### config.mk
export PLATFORM = sky130hd
export DESIGN_NAME = tsl_seq
export DESIGN_NICKNAME = d
export VERILOG_FILES = /design/src/design/tsl_pkg.sv /design/src/design/tsl_seq.sv
export SDC_FILE = /design/constraint.sdc
export NUM_CORES = 2
export LEC_CHECK = 0
export ABC_AREA = 1
export CAP_MARGIN = 5
export CORE_MARGIN = 1
export CORE_UTILIZATION = 30
export DETAILED_ROUTE_END_ITERATION = 7
export DONT_BUFFER_PORTS = 1
export HOLD_SLACK_MARGIN = 0.05
export PLACE_DENSITY_LB_ADDON = 0.12
export SYNTH_ARGS = -nofsm -noshare
export SYNTH_HDL_FRONTEND = slang
export SYNTH_SLANG_ARGS = --single-unit
### constraint.sdc
create_clock -name ref_clk -period 163.9 [get_ports ref_clk]
set_clock_uncertainty 0.15 [all_clocks]
set_input_delay 32.78 -clock ref_clk [delete_from_list [all_inputs] [get_ports ref_clk]]
set_output_delay 32.78 -clock ref_clk [all_outputs]
set_load 0.02 [all_outputs]
### src/design/tsl_pkg.sv
package tsl_pkg;
   // Sizes of the sequencer
   localparam int NUM_STATES = 16;
   localparam int NUM_CNT    = 4;
   localparam int NUM_FLAGS  = 4;
   localparam int CNT_W      = 16;
   localparam int WIDE_W     = 16;
   localparam int NCMP_WIDE  = 4;
   localparam int NCMP_BIT   = 2;
   localparam int NCMP       = NCMP_WIDE + NCMP_BIT;

   // Register offsets
   localparam logic [11:0] OFS_CTRL   = 12'h000;
   localparam logic [11:0] OFS_STATUS = 12'h004;
   localparam logic [11:0] OFS_ISTAT  = 12'h008;
   localparam logic [11:0] OFS_IMASK  = 12'h00C;
   localparam logic [11:0] OFS_COUNT  = 12'h010;
   localparam logic [11:0] OFS_CMP    = 12'h040;
   localparam logic [11:0] OFS_CCMP   = 12'h080;
   localparam logic [11:0] OFS_TABLE  = 12'h400;
   localparam int          TAB_WORDS  = 6;

   // Field positions
   localparam int CTRL_ARM     = 0;
   localparam int CTRL_RESTART = 1;
   localparam int IRQ_TRIG     = 0;
   localparam int IRQ_FLAG     = 1;
   localparam int IRQ_W        = 2;

   // Comparator operations
   localparam logic [3:0] OP_EQ   = 4'h0;
   localparam logic [3:0] OP_NE   = 4'h1;
   localparam logic [3:0] OP_GT   = 4'h2;
   localparam logic [3:0] OP_LT   = 4'h3;
   localparam logic [3:0] OP_GE   = 4'h4;
   localparam logic [3:0] OP_LE   = 4'h5;
   localparam logic [3:0] OP_RISE = 4'h6;
   localparam logic [3:0] OP_FALL = 4'h7;
   localparam logic [3:0] OP_BOTH = 4'h8;
   localparam logic [3:0] OP_NONE = 4'h9;

   // Branch kinds of a state
   localparam logic [1:0] KIND_ONE   = 2'h0;
   localparam logic [1:0] KIND_TWO   = 2'h1;
   localparam logic [1:0] KIND_THREE = 2'h2;

   // Reset values
   localparam logic [31:0] RST_WORD = 32'h0000_0000;

   typedef enum logic [1:0] {TSL_IDLE, TSL_RUN, TSL_DONE} tsl_phase_t;

   typedef struct packed {
      logic [15:0] care;
      logic [3:0]  op;
      logic [15:0] value;
   } tsl_cmp_t;

   typedef struct packed {
      logic        ne;
      logic [15:0] value;
   } tsl_ccmp_t;

   typedef struct packed {
      logic             join_or;
      logic [1:0]       cnt_idx;
      logic             cnt_use;
      logic             probe_or;
      logic [NCMP-1:0]  sel;
   } tsl_cond_t;

   typedef struct packed {
      logic [3:0] cnt_inc;
      logic [3:0] cnt_clr;
      logic [3:0] flag_clr;
      logic [3:0] flag_set;
      logic       trig;
      logic [3:0] next;
   } tsl_branch_t;
endpackage : tsl_pkg

### src/design/tsl_seq.sv
// Summary of operation
// - Sixteen program states, one current at once
// - Each state branches one, two or three ways
// - Two-way: first branch if true, else alternate
// - Three-way: first, then second, else default
// - Four 16-bit counters: clear, increment, compare
// - Clear action zeroes the selected counter
// - Increment action adds one to counter
// - Four flags set or cleared by actions
// - Each probe condition selects from the shared comparators
// - Comparators per probe fixed at build time
// - Probe compare: eq, ne, gt, lt, ge, le
// - Full-width constants with don't-care bits
// - One-bit probes detect rise, fall, both, none
// - Exactly one comparator per counter
// - Counter compare only equal or not equal
// - Probe results merged by one common operator
// - Probe result joined with counter by AND/OR
// - Branch runs actions, then next state or trigger
`timescale 1ns/1ps
module tsl_seq (
   // Clock and reset
   input  wire logic        ref_clk,
   input  wire logic        reset_n,
   // APB slave
   input  wire logic        psel,
   input  wire logic        penable,
   input  wire logic        pwrite,
   input  wire logic [11:0] paddr,
   input  wire logic [31:0] pwdata,
   output logic [31:0]      prdata,
   output logic             pready,
   output logic             pslverr,
   // Observed probes
   input  wire logic [15:0] probe_word,
   input  wire logic        probe_bit,
   // Results
   output logic             trigger_out,
   output logic             irq
);
   localparam int NS = tsl_pkg::NUM_STATES;
   localparam int NC = tsl_pkg::NCMP;

   logic                        rst_meta_reg;
   logic                        rst_n;
   tsl_pkg::tsl_cmp_t           cmp_cfg  [NC];
   tsl_pkg::tsl_ccmp_t          ccmp_cfg [tsl_pkg::NUM_CNT];
   tsl_pkg::tsl_cond_t          cond_tab [NS][2];
   tsl_pkg::tsl_branch_t        br_tab   [NS][3];
   logic [1:0]                  kind_tab [NS];
   logic [15:0]                 count_reg [tsl_pkg::NUM_CNT];
   logic [3:0]                  flags_reg;
   logic [3:0]                  state_reg;
   tsl_pkg::tsl_phase_t         phase_reg;
   logic                        arm_reg;
   logic                        bit_prev_reg;
   logic [tsl_pkg::IRQ_W-1:0]   istat_reg;
   logic [tsl_pkg::IRQ_W-1:0]   imask_reg;
   logic [31:0]                 prdata_reg;
   logic [31:0]                 rd_next;
   logic [NC-1:0]               cmp_hit;
   logic [3:0]                  cnt_hit;
   logic                        c1;
   logic                        c2;
   tsl_pkg::tsl_branch_t        taken;
   logic                        run;
   logic                        wr;
   logic                        restart;
   logic [tsl_pkg::IRQ_W-1:0]   ev;

   // Reset release through two flops
   always_ff @(posedge ref_clk or negedge reset_n)
   begin
      if (!reset_n)
      begin
         rst_meta_reg <= 1'b0;
         rst_n        <= 1'b0;
      end
      else
      begin
         rst_meta_reg <= 1'b1;
         rst_n        <= rst_meta_reg;
      end
   end

   // Decoded address is mapped
   function automatic logic addr_ok(input logic [11:0] a);
      logic ok;
      ok = 1'b0;
      if (a[1:0] == 2'h0)
      begin
         if (a < tsl_pkg::OFS_COUNT + 12'h010)
            ok = 1'b1;
         else if (a >= tsl_pkg::OFS_CMP && a < tsl_pkg::OFS_CMP + 12'h030)
            ok = 1'b1;
         else if (a >= tsl_pkg::OFS_CCMP && a < tsl_pkg::OFS_CCMP + 12'h010)
            ok = 1'b1;
         else if (a >= tsl_pkg::OFS_TABLE && a < tsl_pkg::OFS_TABLE + 12'h200)
            ok = (a[4:2] < 3'(tsl_pkg::TAB_WORDS));
      end
      return ok;
   endfunction : addr_ok

   // Masked magnitude compare of the wide probe
   function automatic logic wide_cmp(input tsl_pkg::tsl_cmp_t c, input logic [15:0] x);
      logic [15:0] a;
      logic [15:0] b;
      logic        r;
      a = x & c.care;
      b = c.value & c.care;
      case (c.op)
         tsl_pkg::OP_EQ: r = (a == b);
         tsl_pkg::OP_NE: r = (a != b);
         tsl_pkg::OP_GT: r = (a > b);
         tsl_pkg::OP_LT: r = (a < b);
         tsl_pkg::OP_GE: r = (a >= b);
         tsl_pkg::OP_LE: r = (a <= b);
         default:        r = 1'b0;
      endcase
      return r;
   endfunction : wide_cmp

   // Level or transition compare of a one-bit probe
   function automatic logic bit_cmp(input tsl_pkg::tsl_cmp_t c, input logic x, input logic p);
      logic r;
      case (c.op)
         tsl_pkg::OP_RISE: r = x & ~p;
         tsl_pkg::OP_FALL: r = ~x & p;
         tsl_pkg::OP_BOTH: r = x ^ p;
         tsl_pkg::OP_NONE: r = ~(x ^ p);
         default:          r = wide_cmp(c, {15'h0000, x});
      endcase
      return r;
   endfunction : bit_cmp

   // Merge probe hits, then join the counter hit
   function automatic logic cond_eval(input tsl_pkg::tsl_cond_t c, input logic [NC-1:0] h,
                                      input logic [3:0] ch);
      logic p;
      logic k;
      logic r;
      p = c.probe_or ? |(h & c.sel) : &(h | ~c.sel);
      k = ch[c.cnt_idx];
      if (|c.sel && c.cnt_use)
         r = c.join_or ? (p | k) : (p & k);
      else if (|c.sel)
         r = p;
      else
         r = c.cnt_use & k;
      return r;
   endfunction : cond_eval

   // Dedicated comparators on the wide probe, the one-bit probe and the counters
   generate
      for (genvar g = 0; g < tsl_pkg::NCMP_WIDE; g++)
      begin : g_wide
         assign cmp_hit[g] = wide_cmp(cmp_cfg[g], probe_word);
      end
      for (genvar g = 0; g < tsl_pkg::NCMP_BIT; g++)
      begin : g_bit
         assign cmp_hit[tsl_pkg::NCMP_WIDE + g] =
            bit_cmp(cmp_cfg[tsl_pkg::NCMP_WIDE + g], probe_bit, bit_prev_reg);
      end
      for (genvar g = 0; g < tsl_pkg::NUM_CNT; g++)
      begin : g_ccmp
         assign cnt_hit[g] = (count_reg[g] == ccmp_cfg[g].value) ^ ccmp_cfg[g].ne;
      end
   endgenerate

   // Branch selection of the current state
   assign c1 = cond_eval(cond_tab[state_reg][0], cmp_hit, cnt_hit);
   assign c2 = cond_eval(cond_tab[state_reg][1], cmp_hit, cnt_hit);
   always_comb
   begin
      case (kind_tab[state_reg])
         tsl_pkg::KIND_ONE:   taken = br_tab[state_reg][0];
         tsl_pkg::KIND_TWO:   taken = c1 ? br_tab[state_reg][0] : br_tab[state_reg][1];
         tsl_pkg::KIND_THREE: taken = c1 ? br_tab[state_reg][0] :
                                      (c2 ? br_tab[state_reg][1] : br_tab[state_reg][2]);
         default:             taken = br_tab[state_reg][0];
      endcase
   end

   assign run     = (phase_reg == tsl_pkg::TSL_RUN);
   assign wr      = psel & penable & pwrite & addr_ok(paddr);
   assign restart = wr && paddr == tsl_pkg::OFS_CTRL && pwdata[tsl_pkg::CTRL_RESTART];
   assign ev      = {run & |taken.flag_set, run & taken.trig};

   // Program and configuration writes
   always_ff @(posedge ref_clk or negedge rst_n)
   begin
      if (!rst_n)
      begin
         arm_reg   <= 1'b0;
         imask_reg <= '0;
         for (int i = 0; i < NC; i++)
            cmp_cfg[i] <= '0;
         for (int i = 0; i < tsl_pkg::NUM_CNT; i++)
            ccmp_cfg[i] <= '0;
         for (int s = 0; s < NS; s++)
         begin
            kind_tab[s]    <= tsl_pkg::KIND_ONE;
            cond_tab[s][0] <= '0;
            cond_tab[s][1] <= '0;
            br_tab[s][0]   <= '0;
            br_tab[s][1]   <= '0;
            br_tab[s][2]   <= '0;
         end
      end
      else if (wr)
      begin
         if (paddr == tsl_pkg::OFS_CTRL)
            arm_reg <= pwdata[tsl_pkg::CTRL_ARM];
         else if (paddr == tsl_pkg::OFS_IMASK)
            imask_reg <= pwdata[tsl_pkg::IRQ_W-1:0];
         else if (paddr[11:6] == tsl_pkg::OFS_CMP[11:6])
         begin
            if (paddr[2])
               cmp_cfg[paddr[5:3]].care <= pwdata[15:0];
            else
               {cmp_cfg[paddr[5:3]].op, cmp_cfg[paddr[5:3]].value} <= pwdata[19:0];
         end
         else if (paddr[11:4] == tsl_pkg::OFS_CCMP[11:4])
            ccmp_cfg[paddr[3:2]] <= pwdata[16:0];
         else if (paddr >= tsl_pkg::OFS_TABLE)
         begin
            case (paddr[4:2])
               3'h0:    cond_tab[paddr[8:5]][0] <= pwdata[$bits(tsl_pkg::tsl_cond_t)-1:0];
               3'h1:    cond_tab[paddr[8:5]][1] <= pwdata[$bits(tsl_pkg::tsl_cond_t)-1:0];
               3'h2:    br_tab[paddr[8:5]][0]   <= pwdata[$bits(tsl_pkg::tsl_branch_t)-1:0];
               3'h3:    br_tab[paddr[8:5]][1]   <= pwdata[$bits(tsl_pkg::tsl_branch_t)-1:0];
               3'h4:    br_tab[paddr[8:5]][2]   <= pwdata[$bits(tsl_pkg::tsl_branch_t)-1:0];
               default: kind_tab[paddr[8:5]]    <= pwdata[1:0];
            endcase
         end
      end
   end

   // Sequencer phase and current state
   always_ff @(posedge ref_clk or negedge rst_n)
   begin
      if (!rst_n)
      begin
         phase_reg <= tsl_pkg::TSL_IDLE;
         state_reg <= 4'h0;
      end
      else if (restart)
      begin
         phase_reg <= tsl_pkg::TSL_IDLE;
         state_reg <= 4'h0;
      end
      else
      begin
         case (phase_reg)
            tsl_pkg::TSL_IDLE:
               if (arm_reg)
                  phase_reg <= tsl_pkg::TSL_RUN;
            tsl_pkg::TSL_RUN:
               if (taken.trig)
                  phase_reg <= tsl_pkg::TSL_DONE;
               else
                  state_reg <= taken.next;
            tsl_pkg::TSL_DONE:
               phase_reg <= tsl_pkg::TSL_DONE;
            default:
               phase_reg <= tsl_pkg::TSL_IDLE;
         endcase
      end
   end

   // Counter and flag actions of the taken branch
   always_ff @(posedge ref_clk or negedge rst_n)
   begin
      if (!rst_n)
      begin
         flags_reg <= 4'h0;
         for (int i = 0; i < tsl_pkg::NUM_CNT; i++)
            count_reg[i] <= 16'h0000;
      end
      else if (restart)
      begin
         flags_reg <= 4'h0;
         for (int i = 0; i < tsl_pkg::NUM_CNT; i++)
            count_reg[i] <= 16'h0000;
      end
      else if (run)
      begin
         flags_reg <= (flags_reg & ~taken.flag_clr) | taken.flag_set;
         for (int i = 0; i < tsl_pkg::NUM_CNT; i++)
         begin
            if (taken.cnt_clr[i])
               count_reg[i] <= 16'h0000;
            else if (taken.cnt_inc[i])
               count_reg[i] <= count_reg[i] + 16'h0001;
         end
      end
   end

   // Previous sample of the one-bit probe
   always_ff @(posedge ref_clk or negedge rst_n)
   begin
      if (!rst_n)
         bit_prev_reg <= 1'b0;
      else
         bit_prev_reg <= probe_bit;
   end

   // Sticky events, write one to clear, set wins
   always_ff @(posedge ref_clk or negedge rst_n)
   begin
      if (!rst_n)
         istat_reg <= '0;
      else if (wr && paddr == tsl_pkg::OFS_ISTAT)
         istat_reg <= (istat_reg & ~pwdata[tsl_pkg::IRQ_W-1:0]) | ev;
      else
         istat_reg <= istat_reg | ev;
   end

   // Interrupt and trigger outputs
   always_ff @(posedge ref_clk or negedge rst_n)
   begin
      if (!rst_n)
      begin
         irq         <= 1'b0;
         trigger_out <= 1'b0;
      end
      else
      begin
         irq         <= |(istat_reg & imask_reg);
         trigger_out <= restart ? 1'b0 : (trigger_out | (run & taken.trig));
      end
   end

   // Read data mux
   always_comb
   begin
      rd_next = tsl_pkg::RST_WORD;
      if (paddr == tsl_pkg::OFS_CTRL)
         rd_next[tsl_pkg::CTRL_ARM] = arm_reg;
      else if (paddr == tsl_pkg::OFS_STATUS)
         rd_next[10:0] = {phase_reg, trigger_out, flags_reg, state_reg};
      else if (paddr == tsl_pkg::OFS_ISTAT)
         rd_next[tsl_pkg::IRQ_W-1:0] = istat_reg;
      else if (paddr == tsl_pkg::OFS_IMASK)
         rd_next[tsl_pkg::IRQ_W-1:0] = imask_reg;
      else if (paddr[11:4] == tsl_pkg::OFS_COUNT[11:4])
         rd_next[15:0] = count_reg[paddr[3:2]];
      else if (paddr[11:6] == tsl_pkg::OFS_CMP[11:6] && paddr[5:3] < 3'(NC))
         rd_next[19:0] = paddr[2] ? {4'h0, cmp_cfg[paddr[5:3]].care} :
                                    {cmp_cfg[paddr[5:3]].op, cmp_cfg[paddr[5:3]].value};
      else if (paddr[11:4] == tsl_pkg::OFS_CCMP[11:4])
         rd_next[16:0] = ccmp_cfg[paddr[3:2]];
      else if (paddr >= tsl_pkg::OFS_TABLE && paddr < tsl_pkg::OFS_TABLE + 12'h200)
      begin
         case (paddr[4:2])
            3'h0:    rd_next[$bits(tsl_pkg::tsl_cond_t)-1:0]   = cond_tab[paddr[8:5]][0];
            3'h1:    rd_next[$bits(tsl_pkg::tsl_cond_t)-1:0]   = cond_tab[paddr[8:5]][1];
            3'h2:    rd_next[$bits(tsl_pkg::tsl_branch_t)-1:0] = br_tab[paddr[8:5]][0];
            3'h3:    rd_next[$bits(tsl_pkg::tsl_branch_t)-1:0] = br_tab[paddr[8:5]][1];
            3'h4:    rd_next[$bits(tsl_pkg::tsl_branch_t)-1:0] = br_tab[paddr[8:5]][2];
            3'h5:    rd_next[1:0] = kind_tab[paddr[8:5]];
            default: rd_next = tsl_pkg::RST_WORD;
         endcase
      end
   end

   // Read data captured in the setup phase
   always_ff @(posedge ref_clk or negedge rst_n)
   begin
      if (!rst_n)
         prdata_reg <= tsl_pkg::RST_WORD;
      else if (psel && !penable)
         prdata_reg <= rd_next;
   end

   // Zero-wait answer, error on unmapped words
   assign prdata  = prdata_reg;
   assign pready  = 1'b1;
   assign pslverr = psel & penable & ~addr_ok(paddr);
endmodule : tsl_seq

### Word level (Yosys, flattened, before mapping)

Index checks and enable logic that the tools add are counted.

* output and inout bits: 36
* flip-flop bits (word level): 1792

* magnitude comparators: 42
* add/sub/neg operators: 4
* equality and inequality tests: 72
* mux-type cells: 147
* reductions and logical operators: 53
* bitwise operators: 59

Operator list (count)
* 1008-bit bitwise mux: 3
* 1008-bit case mux with 3 select lines: 1
* 63-bit demux with 4-bit select: 3
* 352-bit bitwise mux: 2
* 352-bit case mux with 2 select lines: 1
* 216-bit bitwise mux: 3
* 63-bit binary-select mux with 4-bit select: 2
* 36-bit demux with 3-bit select: 3
* 63-bit two-way mux: 5
* 32-bit two-way mux: 7
* 216-bit two-way mux: 1
* 16-bit two-way mux: 13
* 22-bit binary-select mux with 4-bit select: 2
* 22-bit demux with 4-bit select: 2
* 16-bit bitwise AND: 10
* 16-bit equality test: 10
* 20-bit two-way mux: 8
* 64-bit two-way mux: 2
* 21-bit two-way mux: 6
* 22-bit two-way mux: 5
* 36-bit binary-select mux with 3-bit select: 1
* 36-bit two-way mux: 3
* 15-bit two-way mux: 7
* 16-bit >= comparator: 6
* 96 further kinds: 271

### Logic depth before layout (Yosys ltp)

* depth in word-level cells: 31
* mapped depth: 35
* gate-level depth less buffers: 33

### Worst setup path after synthesis

OpenSTA, ideal clock, no wires.

* path kind: input to output
* start point: input paddr[5]
* end point: output pslverr
* path slack: 97.064 ns
* data required time: 130.970 ns
* stages on the path: 7
* data arrival time: 33.906 ns
* path through: buf_2 > nor2_4 > inv_2 > nor4_4 > inv_2 > nand4_1 > a21oi_1

* longest elaborated chain between the ends: 9

RTL lines
* start, declared: RTL line tsl_seq.sv:29 `input wire logic [11:0] paddr,`
* 12-bit by 11-bit >= comparator with 1-bit output or 12-bit by 11-bit less-than comparator with 1-bit output (tied branches): RTL line tsl_seq.sv:98 `else if (a >= tsl_pkg::OFS_TABLE && a < tsl_pkg::OFS_TABLE + 12'h200)`
* 1-bit logical AND: RTL line tsl_seq.sv:98
* 1-bit two-way mux: RTL line tsl_seq.sv:98
* 1-bit two-way mux: RTL line tsl_seq.sv:96 `else if (a >= tsl_pkg::OFS_CCMP && a < tsl_pkg::OFS_CCMP + 12'h010)`
* 1-bit two-way mux: RTL line tsl_seq.sv:94 `else if (a >= tsl_pkg::OFS_CMP && a < tsl_pkg::OFS_CMP + 12'h030)`
* 1-bit two-way mux *: RTL line tsl_seq.sv:92 `if (a < tsl_pkg::OFS_COUNT + 12'h010)`
* 1-bit two-way mux *: RTL line tsl_seq.sv:90 `if (a[1:0] == 2'h0)`
* 1-bit NOT *: RTL line tsl_seq.sv:379 `assign pslverr = psel & penable & ~addr_ok(paddr);`
* 1-bit bitwise AND *: RTL line tsl_seq.sv:379
* end, declared: RTL line tsl_seq.sv:33 `output logic pslverr,`

Mark *: on every way between the ends. The rest lies on a longest branch, timed or not.

### Final worst setup path

Same ends and word-level chain as after synthesis.

==> summary.md <==
| Metric | Value |
|---|---|
| Largest register FFs | 1008 |
| Sequential cell area | 44600 µm² |
| R2R cell count | 24 |
| Number of flops mapped to enable cells by yosys | 0 |
| Mapped cell area | 99300 µm² |
| Rows | 210 |
| Initial DRC count | 10660 |
| DR vias | ~96000 |
| CTS clock-pin slew for the worst setup and hold paths | 0.06 ns |
| Seq/Total Area, Yosys | 44.9% |
| Largest registers | br_tab (1008), cond_tab (352), cmp_cfg (216) |
| Startpoint types | input port |
| Period utilization | 41.7% |
| Port Buffers | 0 |
| Syn. warnings | 0 |
| Area used by multi-input combinational logic | 45500 µm² |
| Total of max-cap violations | 0 |
| Clock Latency Late Sink | 0.94 ns |
| Status | finished, final reports clean |
| Io pins | 102 |
| Worst slack at placement | 95.83 ns |
| Pleak | approximately 50 nW |
| Maximum clock path buffer count | 4 |
| CTS Sinks | 1781 |
| Grt total ovfl | 0 |
| Required @ worst endpoint | ~130 ns |
| Final hold slack | 0.209 ns |
| Min cycle time layout | 68.29 ns |
| WL final | 477000 µm |
| Cell Pwr Density | 14.1 nW/µm² |
| Initial Util | 30.3% |
| DR DRC count | 0 |
| Cell taking the most area after synthesis | dfrtp_1 |
| Critical path class | in2out |
| Fin cells | 16871 |
| Vias in the first global route | between 90000 and 100k |
| TritonCTS Buffers | 219 |
| Synth Register Bits | 1781 |
| Normalized max-slew margin | 7.38% |
| Pin count of the biggest net entering global routing | 163 |
| Tot Pwr | between 1.5 and 2 mW |
| Share of layout cells above drive strength 1 | 6.54% |
| Post-Syn Instances | 12960 |
| First-pass DRT Iterations | 7 |
| Final ANT Viol Nets | 0 |
| Setup crit end kind | primary output |
| CTS Hold Bufs | 0 |
| DIE AREA | approximately 330000 µm² |
| Max-slew violation count | 0 |
| Gpl congestion | 0.921 |
| GRT Resource Usage Total | between 20% and 30% |
| DR WL/cell | 28.3 µm |
| FFs w/ async S/R, synth | 100% |
| Core box area | about 330000 µm² |
| Filler cell count | 34520 |
| Placed Instances | between 15000 and 20000 |
| Average size of a mapped cell | 7.66 µm² |
| Vias per Instance | between 5 and 6 |
| Postcts setup bufs | 0 |
| Top reg by flops | br_tab |
| Area delta synth->final | 10.7% |
| Die Ht | 577 µm |
| Detailed Place HPWL | roughly 290000 µm |
| Slew @ Worst Pin | 1.38 ns |
| Area contributors post-synth | dfrtp_1 45%, o21ai_0 10%, nand2_1 8.3% |
| Worst Hold Depth | 0 |
| Arrival time worst endpoint | between 30 and 40 ns |
| Top_reg_cell synth | dfrtp_1 |
| Synth top area share | 44.9% |
| H-tree Lvls | 4 |
| Min-delay worst type | reg2reg |
| Root buffer cell | clkbuf_16 |
| Synth cell types | 60 |
| PostCTS Resize Cnt | 0 |
| Worst-path maximum fanout | between 150 and 200 |
| First-pass GRT wire length | 679000 µm |
| Maximum clock frequency | 14.6 MHz |
| Final TNS setup | 0 ns |
| Worst Slack Setup Final | 95.61 ns |
| Initial antenna violation count | 28 |
| CTS tree | done |
| Final Hold Fails | 0 |
| RSZ-0062 raised after global routing | false |
| Setup violators final | 0 |
| Final Net Count | 12477 |
| Die W | ~580 µm |
| IR drop worst, VDD | 0.0240 mV |
## worst paths after layout
check,start,to,slack (ns)
min,rst_meta_reg$_DFF_PN0_,rst_n$_DFF_PN0_,0.21
min in group asynchronous,rst_n$_DFF_PN0_,br_tab[353]$_DFFE_PN0P_,0.22
max in group asynchronous,reset_n,rst_n$_DFF_PN0_,132.11
max reg2reg,state_reg[1]$_DFFE_PN0P_,count_reg[11]$_DFFE_PN0P_,154.95
max,paddr[5],pslverr,95.61
min reg2reg,rst_meta_reg$_DFF_PN0_,rst_n$_DFF_PN0_,0.21
## stage by stage
step,utilization [%],instance area [µm²]
6_report,33.5,110000
5_1_grt,33.5,110000
4_1_cts,33.5,110000
3_5_place_dp,31.2,102000
3_3_place_gp,31.2,102000
2_1_floorplan,-,99300
## routing by layer
metal | wire (µm) | vias up | track usage [%]
li1 | - | 42626 | -
met1 | 203000 | 47551 | 37.7
met2 | 207000 | 4808 | 42.8
met3 | 42600 | 925 | 5.44
met4 | 25100 | 14 | 13.3
met5 | 92 | - | 0
## logic make-up (layout without fill, tap and decap cells)
kind of cell	Yosys count	count (layout)	synth area share [%]
buf+inv	2414	1955	9.61
flops	1781	1781	44.9
other cells	2	26	0.00756
xor+xnor	102	102	0.900
fa+ha+maj	76	76	0.958
mux	241	241	2.54
compound gates	4285	4285	24.1
simple gates	4059	4059	17.0
## report_power, final
part / switching (mW) / leakage (nW) / total, mW / internal, mW
combinational: 0.465 / 24.8 / 0.583 / 0.119
clock: 0.210 / 3.63 / 0.509 / 0.299
sequential: 0.0108 / 21.1 / 0.454 / 0.443
## synth_stat cells, types with 7 or more instances
cell,instances
o21ai_1,34
nand2_1,2202
inv_1,1287
a2111oi_0,11
o32ai_1,39
buf_4,56
o22ai_1,294
o311ai_0,10
nand2_2,11
nand3b_1,9
clkbuf_1,710
nor3_1,43
nand4_1,144
xor2_1,50
mux2i_1,156
o21ai_0,2040
xnor2_1,52
nor2_1,840
a221oi_1,13
o21a_1,67
dfrtp_1,1781
or2_2,19
clkinv_1,14
nor2_4,9
nand3_1,748
a31oi_1,13
o31ai_1,7
a22oi_1,171
a21oi_1,1202
o221ai_1,72
a22o_1,41
ha_1,76
o211ai_1,211
nor4_1,11
nor2_2,11
o2111ai_1,15
inv_2,11
mux2_2,85
buf_1,135
a41oi_1,29
buf_2,196
## critical path, stage by stage
cell,delay (ns)
nor2_4,0.50
inv_6,0.26
nor4_4,0.60
inv_2,0.36
nand4_1,0.39
a21oi_1,0.26
## area by class of cell
| cell class | count | share of cell area, % |
|---|---|---|
| flip-flops and latches | 1781 | 40.6 |
| multi-input cells | 8776 | 41.4 |
| diodes | 13 | 0.0296 |
| inverters | 1314 | 4.54 |
| clock buffers | 348 | 6.11 |
| repair buffers | 243 | 1.84 |
| well taps | 4346 | 4.95 |
| clock inverters | 50 | 0.575 |
## cells in the final DEF, fill, tap and decap left out, types with 144 or more instances in the layout
cell	netlist	routed
a21oi_1	1202	1202
a22oi_1	171	171
buf_4	56	227
clkbuf_16	0	222
dfrtp_1	1781	1776
inv_1	1287	1270
mux2i_1	156	156
nand2_1	2202	2176
nand3_1	748	748
nand4_1	144	144
nor2_1	840	824
o211ai_1	211	211
o21ai_0	2040	2033
o22ai_1	294	294
No activity file was read; power rests on OpenSTA's default activity.
